**src/verilog/vidmr_pkg.sv**
```systemverilog
// constants for the voltage-select mode register bank
package vidmr_pkg;
   // register pointers
   localparam logic [7:0] PTR_MODE_00 = 8'h00;
   localparam logic [7:0] PTR_MODE_01 = 8'h01;
   localparam logic [7:0] PTR_MODE_10 = 8'h02;
   localparam logic [7:0] PTR_MODE_11 = 8'h03;
   // reset values
   localparam logic [7:0] RST_MODE_00 = 8'hb4;
   localparam logic [7:0] RST_MODE_01 = 8'h1e;
   localparam logic [7:0] RST_MODE_10 = 8'hb0;
   // field positions inside a mode register
   localparam int FORCED_PWM_BIT   = 7;
   localparam int CLOCK_FOLLOW_BIT = 6;
   localparam int VCODE_MSB        = 5;
   localparam int VCODE_LSB        = 0;
   // read data for pointers this bank does not hold
   localparam logic [7:0] RD_UNMAPPED = 8'h00;
   // select pin encodings {hi, lo}
   localparam logic [1:0] SEL_00 = 2'h0;
   localparam logic [1:0] SEL_01 = 2'h1;
   localparam logic [1:0] SEL_10 = 2'h2;
   localparam logic [1:0] SEL_11 = 2'h3;
   // synchroniser depth for pin inputs
   localparam int SYNC_STAGES = 3;
endpackage

```
**src/verilog/vidmr_pin_sync.sv**
```systemverilog
// three-flop pin synchroniser that accepts a change once stages agree
`timescale 1ns/10ps
module vidmr_pin_sync #(
   parameter int WIDTH = 1,
   parameter logic [WIDTH-1:0] INIT = '0
) (
   // clock and reset
   input  wire logic             clk,
   input  wire logic             srst,
   // asynchronous pins
   input  wire logic [WIDTH-1:0] pin_in,
   // filtered level
   output logic      [WIDTH-1:0] level_out
);
   logic [WIDTH-1:0] meta_reg;
   logic [WIDTH-1:0] stage2_reg;
   logic [WIDTH-1:0] stage3_reg;
   logic [WIDTH-1:0] level_next;

   // per bit, take the new value only when stage 2 and 3 agree
   assign level_next = (stage2_reg & ~(stage2_reg ^ stage3_reg))
                     | (level_out & (stage2_reg ^ stage3_reg));

   // meta_reg is read only by stage2_reg
   always_ff @(posedge clk)
   begin
      if (srst)
      begin
         meta_reg   <= INIT;
         stage2_reg <= INIT;
         stage3_reg <= INIT;
         level_out  <= INIT;
      end
      else
      begin
         meta_reg   <= pin_in;
         stage2_reg <= meta_reg;
         stage3_reg <= stage2_reg;
         level_out  <= level_next;
      end
   end
endmodule

```
**src/verilog/vidmr_regs.sv**
```systemverilog
// mode register bank with voltage-select routing to the converter
`timescale 1ns/10ps
module vidmr_regs (
   // clock and reset
   input  wire logic       clk,
   input  wire logic       srst,
   // byte port from the serial engine, one-cycle strobes
   input  wire logic       ptr_load,
   input  wire logic [7:0] ptr_byte,
   input  wire logic       wr_strobe,
   input  wire logic [7:0] wr_byte,
   input  wire logic       rd_strobe,
   output logic      [7:0] rd_data,
   output logic      [7:0] reg_pointer,
   // fourth mode register, held by a neighbouring block on this clock
   input  wire logic [7:0] mode_setting_select_11,
   // pins
   input  wire logic       volt_select_lo,
   input  wire logic       volt_select_hi,
   input  wire logic       uvlo_logic_supply,
   input  wire logic       uvlo_main_supply_input,
   // settings to the converter
   output logic       [1:0] active_mode,
   output logic             forced_pwm,
   output logic             clock_follow_en,
   output logic       [5:0] voltage_code
);
   logic [7:0] mode_setting_select_00;
   logic [7:0] mode_setting_select_01;
   logic [7:0] mode_setting_select_10;
   logic [7:0] mode_00_next;
   logic [7:0] mode_01_next;
   logic [7:0] mode_10_next;
   logic [7:0] pointer_next;
   logic [1:0] select_level;
   logic [1:0] uvlo_level;
   logic       uvlo_any;
   logic       wr_00;
   logic       wr_01;
   logic       wr_10;
   logic [7:0] selected_next;
   logic [7:0] rd_next;

   // field views of the stored registers, read back through the read mux
   logic       forced_pwm_sel_a;
   logic       forced_pwm_sel_b;
   logic       forced_pwm_sel_c;
   logic       clock_follow_en_a;
   logic       clock_follow_en_b;
   logic       clock_follow_en_c;
   logic [5:0] voltage_code_a;
   logic [5:0] voltage_code_b;
   logic [5:0] voltage_code_c;

   // pin inputs come from outside the clock domain
   vidmr_pin_sync #(
      .WIDTH (2),
      .INIT  (2'h0)
   ) u_select_sync (
      .clk       (clk),
      .srst      (srst),
      .pin_in    ({volt_select_hi, volt_select_lo}),
      .level_out (select_level)
   );

   // lockout syncs start asserted so registers stay at defaults
   vidmr_pin_sync #(
      .WIDTH (2),
      .INIT  (2'h3)
   ) u_uvlo_sync (
      .clk       (clk),
      .srst      (srst),
      .pin_in    ({uvlo_main_supply_input, uvlo_logic_supply}),
      .level_out (uvlo_level)
   );

   // either supply under lockout forces defaults
   assign uvlo_any = |uvlo_level;

   // write decode; the strobe marks the data byte acknowledge
   assign wr_00 = wr_strobe & ~ptr_load
                & (reg_pointer == vidmr_pkg::PTR_MODE_00);
   assign wr_01 = wr_strobe & ~ptr_load
                & (reg_pointer == vidmr_pkg::PTR_MODE_01);
   assign wr_10 = wr_strobe & ~ptr_load
                & (reg_pointer == vidmr_pkg::PTR_MODE_10);

   // next register contents; lockout wins over a write
   assign mode_00_next = uvlo_any ? vidmr_pkg::RST_MODE_00
                       : wr_00    ? wr_byte : mode_setting_select_00;
   assign mode_01_next = uvlo_any ? vidmr_pkg::RST_MODE_01
                       : wr_01    ? wr_byte : mode_setting_select_01;
   assign mode_10_next = uvlo_any ? vidmr_pkg::RST_MODE_10
                       : wr_10    ? wr_byte : mode_setting_select_10;

   // pointer: a new pointer byte wins, otherwise each data byte steps it
   assign pointer_next = ptr_load ? ptr_byte
                       : (wr_strobe | rd_strobe)
                       ? 8'(reg_pointer + 8'h01)
                       : reg_pointer;

   // selection uses next values of the three stored modes so a write to an
   // active stored mode lands on the outputs at the same edge as the register itself
   assign selected_next =
      (select_level == vidmr_pkg::SEL_00) ? mode_00_next
    : (select_level == vidmr_pkg::SEL_01) ? mode_01_next
    : (select_level == vidmr_pkg::SEL_10) ? mode_10_next
    : mode_setting_select_11;

   // read mux; pointer 3 reads the neighbouring register, pointers above it read as zero
   assign rd_next =
      (reg_pointer == vidmr_pkg::PTR_MODE_00)
      ? {forced_pwm_sel_a, clock_follow_en_a, voltage_code_a}
    : (reg_pointer == vidmr_pkg::PTR_MODE_01)
      ? {forced_pwm_sel_b, clock_follow_en_b, voltage_code_b}
    : (reg_pointer == vidmr_pkg::PTR_MODE_10)
      ? {forced_pwm_sel_c, clock_follow_en_c, voltage_code_c}
    : (reg_pointer == vidmr_pkg::PTR_MODE_11) ? mode_setting_select_11
    : vidmr_pkg::RD_UNMAPPED;

   // field views of each stored register
   assign forced_pwm_sel_a  =
      mode_setting_select_00[vidmr_pkg::FORCED_PWM_BIT];
   assign forced_pwm_sel_b  =
      mode_setting_select_01[vidmr_pkg::FORCED_PWM_BIT];
   assign forced_pwm_sel_c  =
      mode_setting_select_10[vidmr_pkg::FORCED_PWM_BIT];
   assign clock_follow_en_a =
      mode_setting_select_00[vidmr_pkg::CLOCK_FOLLOW_BIT];
   assign clock_follow_en_b =
      mode_setting_select_01[vidmr_pkg::CLOCK_FOLLOW_BIT];
   assign clock_follow_en_c =
      mode_setting_select_10[vidmr_pkg::CLOCK_FOLLOW_BIT];
   assign voltage_code_a =
      mode_setting_select_00[vidmr_pkg::VCODE_MSB:vidmr_pkg::VCODE_LSB];
   assign voltage_code_b =
      mode_setting_select_01[vidmr_pkg::VCODE_MSB:vidmr_pkg::VCODE_LSB];
   assign voltage_code_c =
      mode_setting_select_10[vidmr_pkg::VCODE_MSB:vidmr_pkg::VCODE_LSB];

   // register storage; srst and lockout both load defaults
   always_ff @(posedge clk)
   begin
      if (srst)
      begin
         mode_setting_select_00 <= vidmr_pkg::RST_MODE_00;
         mode_setting_select_01 <= vidmr_pkg::RST_MODE_01;
         mode_setting_select_10 <= vidmr_pkg::RST_MODE_10;
         reg_pointer            <= 8'h00;
         rd_data                <= 8'h00;
      end
      else
      begin
         mode_setting_select_00 <= mode_00_next;
         mode_setting_select_01 <= mode_01_next;
         mode_setting_select_10 <= mode_10_next;
         reg_pointer            <= pointer_next;
         if (rd_strobe & ~ptr_load)
         begin
            rd_data <= rd_next;
         end
      end
   end

   // converter outputs, re-selected every cycle from the synced pins
   always_ff @(posedge clk)
   begin
      if (srst)
      begin
         active_mode     <= vidmr_pkg::SEL_00;
         forced_pwm      <= vidmr_pkg::RST_MODE_00[vidmr_pkg::FORCED_PWM_BIT];
         clock_follow_en <=
            vidmr_pkg::RST_MODE_00[vidmr_pkg::CLOCK_FOLLOW_BIT];
         voltage_code    <=
            vidmr_pkg::RST_MODE_00[vidmr_pkg::VCODE_MSB:vidmr_pkg::VCODE_LSB];
      end
      else
      begin
         active_mode     <= select_level;
         forced_pwm      <= selected_next[vidmr_pkg::FORCED_PWM_BIT];
         clock_follow_en <=
            selected_next[vidmr_pkg::CLOCK_FOLLOW_BIT];
         voltage_code    <=
            selected_next[vidmr_pkg::VCODE_MSB:vidmr_pkg::VCODE_LSB];
      end
   end
endmodule
```
**config.mk**
```make
export PLATFORM = sky130hd
export DESIGN_NAME = vidmr_regs
export DESIGN_NICKNAME = d
export VERILOG_FILES = /design/src/verilog/vidmr_pkg.sv /design/src/verilog/vidmr_pin_sync.sv /design/src/verilog/vidmr_regs.sv
export SDC_FILE = /design/constraint.sdc
export NUM_CORES = 1
export LEC_CHECK = 0
export BUFFER_PORTS_ARGS = -buffer_cell sky130_fd_sc_hd__buf_2
export CAP_MARGIN = 5
export CORE_MARGIN = 1
export CORE_UTILIZATION = 28
export DETAILED_ROUTE_END_ITERATION = 10
export GPL_TIMING_DRIVEN = 0
export RECOVER_POWER = 50
export SLEW_MARGIN = 30
export SYNTH_ARGS = -nofsm -noshare
export SYNTH_HDL_FRONTEND = slang
export SYNTH_SLANG_ARGS = --single-unit
```
**constraint.sdc**
```tcl
create_clock -name clk -period 5.64 [get_ports clk]
set_clock_uncertainty 0.2 [all_clocks]
set_input_delay 0.564 -clock clk [delete_from_list [all_inputs] [get_ports clk]]
set_output_delay 0.564 -clock clk [all_outputs]
set_load 0.005 [all_outputs]
```
==> summary.md <==
The fraction of registers with async set or reset after synthesis came out at 0. Dividing the synthesized area by the synthesized cell count gives 8.606 sq um. By count the netlist is led by sky130_fd_sc_hd__dfxtp_1, sky130_fd_sc_hd__nand2_1, sky130_fd_sc_hd__nor2_1. The type of the setup path with the least slack is reg -> reg. The first global-routing pass estimated 13,500 microns of wire. For the final design instance area without fill, the log shows 3638 sq um.

Dividing the detail-routed wire length by the instance count gives 14.97 microns. The detail route stage leaves a number of antenna-violating nets equal to 0. The floorplan die height works out to 104.8 microns.

After detailed placement, the total cell area comes to 3411 sq um. The global-route usage over all layers is 0.1587. In this run the horizontal extent of the chip is 104.8 microns. Setup violations remaining at the end of the flow were counted as 0. At the later pin of the worst-skew pair, clock insertion delay measures 0.35 ns. The Yosys step of the flow raised 0 warnings. The worst path in the final design needs a cycle of 2.618 ns, including I/O delays and setup. The tools report the critical path startpoint category as a flop. The repair_antennas step left the layout with diodes totalling 0.

Top cell type's share of synthesized area: 0.4463. At the pin with the least slew margin, the transition time is 0.7291 ns. The number of ports placed on the die boundary came out at 59. The number of unique standard cell types used by synthesis was 45. The flow ran to the end, and the final reports show no timing, DRC or antenna violations. Storage element area: 1321 sq um. The number of nets in the synthesized netlist came out at 381. The signal on the critical path passes through inv_1, ha_1, clkbuf_1, clkbuf_1, nand3_1, o211ai_1, a31oi_1. Counting along the longest clock path gives a buffer depth of 2. The H-tree generated during clock tree synthesis spans 3 levels. Area growth from synthesis to layout: 22.91%. The via count of the first global-routing pass came out at 2,646. The most frequent cell on the critical path is sky130_fd_sc_hd__clkbuf_1.

Entering global routing, the biggest net connects 13 pins. The run gives 5988 microns as the HPWL after detailed placement. After clock tree synthesis, the clock-pin slew on the worst setup and hold paths is 0.08 ns. The path with the worst hold slack has its endpoint at u_uvlo_sync.meta_reg[0]$_SDFF_PP1_.

The total leakage power is 0.001456 uW. Setup repair after global routing left no endpoint under its margin. For the final cell count without fillers, the log shows 552.

The worst min-delay path category is in -> reg. By area the synthesized netlist is led by sky130_fd_sc_hd__dfxtp_1, sky130_fd_sc_hd__mux2i_1, sky130_fd_sc_hd__nand2_1. TritonCTS built the clock tree. After detailed placement, the design holds a cell count of 536. The multi-input combinational cells in the finished layout cover a total of 1548 sq um. The highest cell delay on the worst timing path was 0.43 ns; the overall routed net length was 8262 microns. The run gives 0 as the overflow left after global routing. The tools report the post-cts hold buffer count as 0. Most frequently used flop master after synthesis: sky130_fd_sc_hd__dfxtp_1. The capture point of the worst reg-to-reg path was rd_data[3]$_SDFFE_PP0P_. In this run, the number of DRC markers left after iteration 0 of detailed routing was 132. Relative slew slack: 0.5121. The final count of pins violating max slew came out at 0. Counting instances, the worst hold path has a depth of 2.

The number of enable flip-flop cells after synthesis was 0; the count of standard-cell rows was 37. The largest total area in the synthesized netlist belongs to sky130_fd_sc_hd__dfxtp_1. In this run the register-to-register setup slack is 3.02 ns.

In this run, post-CTS repair resized a total of 0 instances. The startpoint identified for the worst hold timing path is uvlo_logic_supply. After technology mapping, the gate count stands at 344. At the end of the flow, the number of nets in the layout was 448. The data required time at the worst endpoint came out at 5.65 ns. The sequential fraction of the synthesis area is 0.4463, and the placer's final routability congestion estimate is 0.8347.

The first TritonRoute pass finished after 6 iterations. Once the clock tree was built, the setup fixing pass inserted 0 buffers. The filler cell count in the final layout was 1,073.

Among all stages on the critical path, the largest delay is contributed by sky130_fd_sc_hd__clkbuf_1. The arrival time of the worst setup path came out at 2.63 ns. Counting flops and latches in the post-synthesis netlist gives 66.

For the area of the placeable core, the log shows 10,280 sq um. Leading cell type by number of instances after synthesis: sky130_fd_sc_hd__dfxtp_1. The maximum clock rate was 382.0 MHz.

The number of I/O port buffers was 56. The ratio of cells with drive above 1 in the final layout is 0.1827, and the TritonCTS buffer count is 9. The starting density of the core was 0.2880.

Startpoint of the most critical register-to-register path: reg_pointer[0]$_SDFFE_PP0P_. The power density over cell area is 290.7 nW/um^2, and the number of violations of the max-capacitance limit is 0. The total number of vias was 2,721.

The worst reg2reg path depth came out at 7. The clock drives 66 sinks. Dividing the detail-routed via count by the number of cells gives 4.929.

The tools report the final count of hold timing violations as 0. The root buffer cell chosen for the clock tree is sky130_fd_sc_hd__clkbuf_8. The setup total negative slack is 0 ns. Worst ir drop on vdd: 0.1339 mV. For the initial antenna violation count, the log shows 0.

After synthesis the cells add up to 2960 sq um. The number of remaining DRC errors was 0. The tools report the endpoint class of the critical path as a flop. The die covers 10,990 sq um. The share of the cycle needed by the critical path after routing is 0.4641. The largest fanout on the critical path came out at 10.
cells by family (layout without fill, tap and decap cells):
group,Yosys count,in the layout,share of synthesized area
AOI/OAI and AO/OA,79,79,0.1678
xor gates and xnor gates,6,6,0.01775
adders and majority gates,4,4,0.01691
buffers and inverters,24,96,0.03085
DFF,66,66,0.4463
muxes,25,25,0.08495
and+or+nand+nor,140,140,0.2354
power by group:
part	total [uW]	switching [uW]	internal, uW
logic	88.8	54.6	34.1
registers	484	9.40	475
clock network	485	192	292
total	1060	256	801
worst max-delay path, delay by kind of cell (launching register included):
kind	cells	cell delay [ns]
flip-flops	1	0.40
buffers and inverters	3	0.92
adder cells (fa/ha/maj)	1	0.15
AO/OA/AOI/OAI	2	0.44
AND/OR/NAND/NOR	1	0.37
cell usage in the layout (no fill, tap or decap), types with 6 or more instances in the layout:
cell | Yosys | layout
sky130_fd_sc_hd__nand3_1 | 7 | 7
sky130_fd_sc_hd__mux2i_1 | 24 | 24
sky130_fd_sc_hd__o21ai_0 | 17 | 17
sky130_fd_sc_hd__nor2b_1 | 12 | 12
sky130_fd_sc_hd__or2_2 | 8 | 8
sky130_fd_sc_hd__clkbuf_1 | 19 | 30
sky130_fd_sc_hd__clkbuf_8 | 0 | 9
sky130_fd_sc_hd__o211ai_1 | 6 | 6
sky130_fd_sc_hd__a21oi_1 | 26 | 26
sky130_fd_sc_hd__buf_2 | 1 | 46
sky130_fd_sc_hd__nor2_1 | 41 | 41
sky130_fd_sc_hd__nor3_1 | 6 | 6
sky130_fd_sc_hd__nand2_1 | 43 | 43
sky130_fd_sc_hd__or3_1 | 8 | 8
sky130_fd_sc_hd__a31oi_1 | 6 | 6
sky130_fd_sc_hd__dfxtp_1 | 66 | 66
metal layers:
| metal | vias up | part of all wire | track usage |
|---|---|---|---|
| met4 | 0 | 0.025 | 0.07948 |
| met1 | 1250 | 0.45 | 0.2005 |
| met5 | - | 0 | 0 |
| li1 | 1344 | - | - |
| met2 | 110 | 0.45 | 0.2535 |
| met3 | 17 | 0.071 | 0.03556 |
worst max-delay path by stage:
| stage | from | end | slack (ns) | cells past startpoint |
|---|---|---|---|---|
| after floorplan | ptr_load | voltage_code[3]$_SDFF_PP0_ | 3.38 | 6 |
| after global placement | ptr_load | voltage_code[2]$_SDFF_PP1_ | 3.06 | 6 |
| after detailed placement | reg_pointer[0]$_SDFFE_PP0P_ | rd_data[3]$_SDFFE_PP0P_ | 3.07 | 7 |
| after CTS | reg_pointer[0]$_SDFFE_PP0P_ | rd_data[3]$_SDFFE_PP0P_ | 3.03 | 7 |
| after global routing | reg_pointer[1]$_SDFFE_PP0P_ | rd_data[3]$_SDFFE_PP0P_ | 2.79 | 7 |
| final | reg_pointer[0]$_SDFFE_PP0P_ | rd_data[3]$_SDFFE_PP0P_ | 3.02 | 7 |
per-stage QoR:
| stage | setup slack, ns | hold WS, ns | utilization | total power (uW) |
|---|---|---|---|---|
| floorplan | 3.376 | 0.1895 | - | 546.3 |
| global placement | 3.060 | 0.1914 | 0.3319 | 582.4 |
| detailed placement | 3.066 | 0.1937 | 0.3319 | 584.4 |
| CTS | 3.033 | 0.1770 | 0.3554 | 1070 |
| global route | 2.794 | 0.1763 | 0.3540 | 1102 |
| finish | 3.022 | 0.1904 | 0.3540 | 1058 |
area by class of cell:
type,count,share of cell area
Buffer,20,0.02098
Inverter,4,0.004127
Clock inverter,7,0.03232
Timing Repair Buffer,56,0.07325
Tap cell,136,0.04677
Multi-Input combinational cell,254,0.4254
Sequential cell,66,0.3631
Clock buffer,9,0.03404
No activity file was read; power rests on OpenSTA's default activity.
